**config.mk**
```make
export PLATFORM = sky130hd
export DESIGN_NAME = gsc_top
export DESIGN_NICKNAME = d
export VERILOG_FILES = /design/src/hw/gsc_pkg.sv /design/src/hw/gsc_top.sv /design/src/hw/gsc_sync.sv /design/src/hw/gsc_score.sv
export VERILOG_INCLUDE_DIRS = /design/src /design/src/hw
export SDC_FILE = /design/constraint.sdc
export NUM_CORES = 1
export LEC_CHECK = 0
export BUFFER_PORTS_ARGS = -buffer_cell sky130_fd_sc_hd__buf_2
export CORE_ASPECT_RATIO = 2
export CORE_MARGIN = 5
export CORE_UTILIZATION = 54
export DETAILED_ROUTE_END_ITERATION = 6
export PLACE_DENSITY = 0.77
export SYNTH_ARGS = -nofsm -noshare
export SYNTH_HDL_FRONTEND = slang
export SYNTH_SLANG_ARGS = --single-unit
```
**constraint.sdc**
```tcl
create_clock -name ref_clk -period 2.6 [get_ports ref_clk]
set_input_delay 0.26 -clock ref_clk [delete_from_list [all_inputs] [get_ports ref_clk]]
set_output_delay 0.26 -clock ref_clk [all_outputs]
set_load 0.05 [all_outputs]
```
**src/hw/gsc_consts.svh**
```systemverilog
// Constants for the game start and score control block
`ifndef GSC_CONSTS_SVH
`define GSC_CONSTS_SVH

`define GSC_CNT_W          9
`define GSC_LEFT_H_START   9'h080
`define GSC_LEFT_H_END     9'h0C0
`define GSC_RIGHT_H_START  9'h140
`define GSC_RIGHT_H_END    9'h18A
`define GSC_SCORE_V_START  9'h020
`define GSC_SCORE_V_END    9'h040
`define GSC_VSTART_BIT     8
`define GSC_SEL_LO_BIT     5
`define GSC_SEL_HI_BIT     6
`define GSC_UNITS_MAX      4'h9
`define GSC_UNITS_ZERO     4'h0
`define GSC_TENS_ONE       4'h1
`define GSC_TENS_BLANK     4'hF
`define GSC_LIMIT_LOW_U    4'h1
`define GSC_LIMIT_HIGH_U   4'h5
`define GSC_SEG_OFF        7'h00

`endif

```
**src/hw/gsc_pkg.sv**
```systemverilog
// Types shared by the game start and score control block
package gsc_pkg;
	typedef enum logic {
		GSC_PLAY = 1'b0,
		GSC_DEMO = 1'b1
	} gsc_mode_t;

	typedef enum logic [1:0] {
		GSC_SEL_LEFT_TENS   = 2'b00,
		GSC_SEL_LEFT_UNITS  = 2'b01,
		GSC_SEL_RIGHT_TENS  = 2'b10,
		GSC_SEL_RIGHT_UNITS = 2'b11
	} gsc_digit_sel_t;

	typedef struct packed {
		logic       tens_flag;
		logic [3:0] units;
	} gsc_score_t;

	typedef struct packed {
		logic [8:0] hcount;
		logic [8:0] vcount;
	} gsc_beam_t;
endpackage

```
**src/hw/gsc_top.sv**
```systemverilog
// Game start, mode control, score counting and score video overlay
`include "gsc_consts.svh"
module gsc_top (
	input  wire logic                   ref_clk,
	input  wire logic                   reset,
	input  wire logic                   btn_make_n,
	input  wire logic                   btn_break_n,
	input  wire logic                   credit_ok,
	input  wire logic                   point_vs_right,
	input  wire logic                   point_vs_left,
	input  wire logic                   limit_closed,
	input  wire gsc_pkg::gsc_beam_t     beam,
	input  wire logic                   net_video,
	output logic                        game_start,
	output logic                        demo_mode,
	output logic                        play_mode,
	output logic                        game_over,
	output logic                        score_window,
	output logic                [6:0]   seg,
	output logic                        score_video
);
	////////////////////////////////////////////////////////////////////////
	// Input synchronisers
	logic [5:0] pins_s;
	logic       make_s;
	logic       break_s;
	logic       credit_s;
	logic       pt_right_s;
	logic       pt_left_s;
	logic       limit_s;

	gsc_sync #(
		.WIDTH(6)
	) u_sync (
		.ref_clk  (ref_clk),
		.reset    (reset),
		.async_in ({~btn_make_n, ~btn_break_n, credit_ok, point_vs_right, point_vs_left, limit_closed}),
		.sync_out (pins_s)
	);

	assign {make_s, break_s, credit_s, pt_right_s, pt_left_s, limit_s} = pins_s;

	////////////////////////////////////////////////////////////////////////
	// Button latch and gated start pulse
	logic btn_latch_reg;
	logic gated_prev_reg;
	logic gated_pulse;
	logic trail_strobe;

	always_ff @(posedge ref_clk or posedge reset) begin
		if (reset) begin
			btn_latch_reg <= 1'b0;
		end else if (make_s) begin
			btn_latch_reg <= 1'b1;
		end else if (break_s) begin
			btn_latch_reg <= 1'b0;
		end
	end

	assign gated_pulse = btn_latch_reg & credit_s;

	always_ff @(posedge ref_clk or posedge reset) begin
		if (reset) begin
			gated_prev_reg <= 1'b0;
		end else begin
			gated_prev_reg <= gated_pulse;
		end
	end

	// Trailing edge of the gated pulse
	assign trail_strobe = gated_prev_reg & ~gated_pulse;

	////////////////////////////////////////////////////////////////////////
	// Pending start, start register, mode flag
	gsc_pkg::gsc_mode_t mode_reg;
	logic               pending_reg;
	logic               start_reg;
	logic               start_prev_reg;
	logic               vbit_prev_reg;
	logic               vbit_rise;
	logic               start_rise;
	logic               over_reg;
	logic               over_prev_reg;
	logic               over_rise;
	logic               over_next;

	assign vbit_rise  = beam.vcount[`GSC_VSTART_BIT] & ~vbit_prev_reg;
	assign start_rise = start_reg & ~start_prev_reg;
	assign over_rise  = over_reg & ~over_prev_reg;

	// Set wins over the clear by the start register
	always_ff @(posedge ref_clk or posedge reset) begin
		if (reset) begin
			pending_reg <= 1'b0;
		end else if (trail_strobe) begin
			pending_reg <= (mode_reg == gsc_pkg::GSC_DEMO);
		end else if (start_reg) begin
			pending_reg <= 1'b0;
		end
	end

	always_ff @(posedge ref_clk or posedge reset) begin
		if (reset) begin
			start_reg <= 1'b0;
		end else if (vbit_rise) begin
			start_reg <= pending_reg;
		end
	end

	always_ff @(posedge ref_clk or posedge reset) begin
		if (reset) begin
			vbit_prev_reg  <= 1'b0;
			start_prev_reg <= 1'b0;
			over_prev_reg  <= 1'b0;
		end else begin
			vbit_prev_reg  <= beam.vcount[`GSC_VSTART_BIT];
			start_prev_reg <= start_reg;
			over_prev_reg  <= over_reg;
		end
	end

	// Start edge, not level: start stands a frame and would undo game over
	always_ff @(posedge ref_clk or posedge reset) begin
		if (reset) begin
			mode_reg <= gsc_pkg::GSC_DEMO;
		end else if (over_rise) begin
			mode_reg <= gsc_pkg::GSC_DEMO;
		end else if (start_rise && credit_s) begin
			mode_reg <= gsc_pkg::GSC_PLAY;
		end
	end

	assign game_start = start_reg;
	assign demo_mode  = (mode_reg == gsc_pkg::GSC_DEMO);
	assign play_mode  = (mode_reg == gsc_pkg::GSC_PLAY);
	assign game_over  = over_reg;

	////////////////////////////////////////////////////////////////////////
	// Score counters
	logic                pt_right_prev_reg;
	logic                pt_left_prev_reg;
	logic                left_point;
	logic                right_point;
	gsc_pkg::gsc_score_t left_score;
	gsc_pkg::gsc_score_t right_score;
	logic          [3:0] left_tens_code;
	logic          [3:0] right_tens_code;
	logic                left_hit;
	logic                right_hit;

	always_ff @(posedge ref_clk or posedge reset) begin
		if (reset) begin
			pt_right_prev_reg <= 1'b0;
			pt_left_prev_reg  <= 1'b0;
		end else begin
			pt_right_prev_reg <= pt_right_s;
			pt_left_prev_reg  <= pt_left_s;
		end
	end

	assign left_point  = pt_right_s & ~pt_right_prev_reg & play_mode;
	assign right_point = pt_left_s & ~pt_left_prev_reg & play_mode;

	gsc_score u_left (
		.ref_clk    (ref_clk),
		.reset      (reset),
		.clear      (start_rise),
		.point      (left_point),
		.limit_high (limit_s),
		.score      (left_score),
		.tens_code  (left_tens_code),
		.limit_hit  (left_hit)
	);

	gsc_score u_right (
		.ref_clk    (ref_clk),
		.reset      (reset),
		.clear      (start_rise),
		.point      (right_point),
		.limit_high (limit_s),
		.score      (right_score),
		.tens_code  (right_tens_code),
		.limit_hit  (right_hit)
	);

	assign over_next = left_hit | right_hit;

	always_ff @(posedge ref_clk or posedge reset) begin
		if (reset) begin
			over_reg <= 1'b0;
		end else begin
			over_reg <= over_next;
		end
	end

	////////////////////////////////////////////////////////////////////////
	// Score window, digit select, decoder, segment gating
	logic       v_band;
	logic       left_area;
	logic       right_area;
	logic       window_c;
	logic [3:0] digit;
	logic [6:0] seg_c;
	logic [2:0] row;
	logic       col_left;
	logic       col_right;
	logic       upper;
	logic       pixel_c;

	assign v_band     = (beam.vcount >= `GSC_SCORE_V_START) && (beam.vcount < `GSC_SCORE_V_END);
	assign left_area  = (beam.hcount >= `GSC_LEFT_H_START) && (beam.hcount < `GSC_LEFT_H_END);
	assign right_area = (beam.hcount >= `GSC_RIGHT_H_START) && (beam.hcount < `GSC_RIGHT_H_END);
	assign window_c   = v_band && (left_area || right_area);

	always_comb begin
		case (gsc_pkg::gsc_digit_sel_t'({beam.hcount[`GSC_SEL_HI_BIT], beam.hcount[`GSC_SEL_LO_BIT]}))
			gsc_pkg::GSC_SEL_LEFT_TENS:   digit = left_tens_code;
			gsc_pkg::GSC_SEL_LEFT_UNITS:  digit = left_score.units;
			gsc_pkg::GSC_SEL_RIGHT_TENS:  digit = right_tens_code;
			default:                      digit = right_score.units;
		endcase
	end

	// Segment order {a,b,c,d,e,f,g}; codes above nine are blank
	always_comb begin
		seg_c = `GSC_SEG_OFF;
		if (window_c) begin
			case (digit)
				4'h0:    seg_c = 7'h7E;
				4'h1:    seg_c = 7'h30;
				4'h2:    seg_c = 7'h6D;
				4'h3:    seg_c = 7'h79;
				4'h4:    seg_c = 7'h33;
				4'h5:    seg_c = 7'h5B;
				4'h6:    seg_c = 7'h5F;
				4'h7:    seg_c = 7'h70;
				4'h8:    seg_c = 7'h7F;
				4'h9:    seg_c = 7'h7B;
				default: seg_c = `GSC_SEG_OFF;
			endcase
		end
	end

	// Digit drawn in the left 16 columns of each 32-wide cell
	assign row       = beam.vcount[4:2];
	assign upper     = ~beam.vcount[4];
	assign col_left  = ~beam.hcount[4] & (beam.hcount[3:2] == 2'h0);
	assign col_right = ~beam.hcount[4] & (beam.hcount[3:2] == 2'h3);

	assign pixel_c = ~beam.hcount[4] & (
		(seg_c[6] & (row == 3'h0)) |
		(seg_c[5] & col_right & upper) |
		(seg_c[4] & col_right & ~upper) |
		(seg_c[3] & (row == 3'h7)) |
		(seg_c[2] & col_left & ~upper) |
		(seg_c[1] & col_left & upper) |
		(seg_c[0] & (row == 3'h4)));

	always_ff @(posedge ref_clk or posedge reset) begin
		if (reset) begin
			seg          <= `GSC_SEG_OFF;
			score_window <= 1'b0;
			score_video  <= 1'b0;
		end else begin
			seg          <= seg_c;
			score_window <= window_c;
			score_video  <= pixel_c | net_video;
		end
	end
endmodule

```
**src/hw/gsc_sync.sv**
```systemverilog
// Two-stage synchroniser for asynchronous level inputs
module gsc_sync #(
	parameter int WIDTH = 1
) (
	input  wire logic             ref_clk,
	input  wire logic             reset,
	input  wire logic [WIDTH-1:0] async_in,
	output logic      [WIDTH-1:0] sync_out
);
	logic [WIDTH-1:0] stage1_reg;

	always_ff @(posedge ref_clk or posedge reset) begin
		if (reset) begin
			stage1_reg <= '0;
			sync_out   <= '0;
		end else begin
			stage1_reg <= async_in;
			sync_out   <= stage1_reg;
		end
	end
endmodule

```
**src/hw/gsc_score.sv**
```systemverilog
// One player score: BCD units, tens flag, limit detector
`include "gsc_consts.svh"
module gsc_score (
	input  wire logic               ref_clk,
	input  wire logic               reset,
	input  wire logic               clear,
	input  wire logic               point,
	input  wire logic               limit_high,
	output gsc_pkg::gsc_score_t     score,
	output logic          [3:0]     tens_code,
	output logic                    limit_hit
);
	// Clear has priority: a point in the start cycle belongs to no game
	always_ff @(posedge ref_clk or posedge reset) begin
		if (reset) begin
			score <= '0;
		end else if (clear) begin
			score <= '0;
		end else if (point) begin
			if (score.units == `GSC_UNITS_MAX) begin
				score.units     <= `GSC_UNITS_ZERO;
				score.tens_flag <= ~score.tens_flag;
			end else begin
				score.units <= score.units + 4'h1;
			end
		end
	end

	assign tens_code = score.tens_flag ? `GSC_TENS_ONE : `GSC_TENS_BLANK;

	assign limit_hit = score.tens_flag &&
		(score.units == (limit_high ? `GSC_LIMIT_HIGH_U : `GSC_LIMIT_LOW_U));
endmodule

```
==> flow_summary.json <==
{
  "tns_ps": 0,
  "r2r-end": "score_video",
  "stdcell_area_sq_um": 2399,
  "cts_setup_buffers": 0,
  "synthFlopType": "dfrtp_1",
  "final_common_cell": "dfrtp_1",
  "synthArstFlopShare": 1.000,
  "syn_nets": 231,
  "cts_hold_buf": 0,
  "max_clock_freq_ghz": 0.4288,
  "area_growth_pct": 16.46,
  "htree_levels": 2,
  "required_ps": 2830,
  "largest_reg_flops": 7,
  "grt_usage": 0.1738,
  "grt_max_degree": 43,
  "gp_congestion": 0.7879,
  "cts-resized-gates": 0,
  "peakVddDrop_uv": 589.1,
  "final_max_slew_viol_count": 0,
  "finalHoldViolCount": 0,
  "io_pins": 40,
  "syn_area_sq_um": 2059,
  "dieArea_sq_um": 5224,
  "initial_core_util": 0.5649,
  "cts_buffer_depth": 2,
  "wl_mm": 4.103,
  "grt_first_pass_wirelength_mm": 6.851,
  "antenna_cells": 0,
  "io_buffers": 36,
  "r2r-start": "u_right.score[1]",
  "drive_gt1_frac": 0.2437,
  "grt_pass1_vias": 1649,
  "slew_headroom": 0.4643,
  "worst_pin_slew_ps": 801.9,
  "synth-seq-area-share": 0.5109,
  "drtAntennaViolNets": 0,
  "nNetsFinal": 273,
  "synthDistinctLibCells": 44,
  "coreArea_sq_um": 3646,
  "mostFrequentLayoutCells": "41 x dfrtp_1, 36 x buf_2, 22 x nor2_1, 18 x inv_1, 15 x nand2_1",
  "clock_latency_ps": 290,
  "path_clk_slew_ps": 80,
  "ff2ff_setup_slack_ps": 270,
  "dp_cells": 279,
  "fin_skew_ps": 7.564,
  "numCtsBuffers": 5,
  "powerDensity_nw_per_um2": 927.8,
  "cap_violations": 0,
  "place_area_sq_um": 2288,
  "period_share": 0.8969,
  "synthTopCellsByArea": "dfrtp_1 50%, ha_1 5.5%, nor2_1 4.0%",
  "wl_per_cell_um": 14.30,
  "dp_hpwl_mm": 3.202,
  "syn_avg_cell_area_sq_um": 10.56,
  "critPathCaptureType": "register",
  "root_buffer": "clkbuf_8",
  "synth_enable_flop_cells": 0,
  "path_class": "register to register",
  "final_cells": 287,
  "power_leakage_nw": 1.163,
  "vias": 1578,
  "ys_ff_latch": 42,
  "drt_iter0_drc": 26,
  "cp-endpoint": "score_video",
  "num_rows": 31,
  "reg2regPathDepth": 7,
  "crit_fanout": 6,
  "die_w_um": 53.67,
  "hold_path.class": "input pin to register",
  "dr.pass1.iters": 4,
  "worstSetupStartpoint": "u_right.score[1]",
  "finalSetupViolCount": 0,
  "synthCells": 195,
  "worstPathArrival_ps": 2560,
  "period_minus_slack_ps": 2332,
  "power_w": 0.002225,
  "grt_overflow": 0,
  "outcome": "finished, final reports clean",
  "die_h_um": 97.34,
  "crit_path_start_kind": "register",
  "antenna_found_initial": 0,
  "vias_per_cell": 5.498,
  "hold-worst-slack_ps": 71.37,
  "cts.sinks": 42,
  "route.detailed.drc": 0,
  "synth_area_leader_cell": "dfrtp_1",
  "yosys.area.top_type_share": 0.4982,
  "rsz0062_at_grt": "false",
  "tritoncts": "yes",
  "yosysWarnings": 0
}
-- worst min-delay path by stage --
stage	from	to	cells after the start
floorplan	limit_closed	u_sync.stage1_reg[0]	0
global placement	u_sync.stage1_reg[3]	u_sync.sync_out[3]	0
detailed placement	u_sync.stage1_reg[4]	u_sync.sync_out[4]	0
CTS	credit_ok	u_sync.stage1_reg[3]	1
global route	point_vs_left	u_sync.stage1_reg[1]	1
finish	point_vs_right	u_sync.stage1_reg[2]	1
-- kinds of logic after synthesis --
kind of cell / share of synthesized area
adder cells (fa/ha/maj): 0.05468
buffers and inverters: 0.05892
multiplexers: 0.06865
XOR/XNOR: 0.01276
AND/OR/NAND/NOR: 0.1677
AO/OA/AOI/OAI: 0.1264
flip-flops: 0.5109
-- metrics by stage --
step           worst slack [ps]    util
6_report                  268.0  0.6579
5_1_grt                   151.2  0.6579
4_1_cts                   261.1  0.6579
3_5_place_dp              277.0  0.6277
3_3_place_gp              302.7  0.6277
2_1_floorplan             466.4       -
-- area by class of cell --
type                            count  area, sq um
Inverter                           19        71.32
Sequential cell                    42         1052
Multi-Input combinational cell    128        885.9
Clock buffer                        6        72.57
Timing Repair Buffer               41        217.7
Clock inverter                      2        37.54
Fill cell                         326         1247
Tap cell                           49        61.31
-- synthesized netlist by cell type, drive strengths merged, types with 3 or more instances --
library cell / n
a21oi: 10
a311oi: 3
and2: 4
buf: 5
dfrtp: 41
ha: 9
inv: 19
mux2i: 5
mux4: 3
nand2: 15
nand2b: 5
nand3: 8
nor2: 22
nor2b: 5
o211ai: 3
o21ai: 7
or3: 3
-- worst max-delay path, cell delays in order (launching register included) --
cell	delay, ps
dfrtp_1	450
mux4_2	590
inv_1	140
ha_1	210
mux2i_1	110
or3_1	310
a221oi_1	260
o32a_1	200
-- power by group --
| group | switching [W] | internal (W) |
|---|---|---|
| logic | 0.000501 | 0.000327 |
| registers | 0.000126 | 0.000772 |
| clock network | 0.000213 | 0.000286 |
| total | 0.000840 | 0.00139 |
-- routing by layer --
layer | track usage | share of wire | vias to the layer above
met3 | 0.02765 | 0.037 | 18
li1 | - | - | 761
met1 | 0.1624 | 0.35 | 756
met5 | 0 | 0 | -
met2 | 0.3196 | 0.56 | 43
met4 | 0.1043 | 0.044 | 0
(Power assumes the default switching activity.)
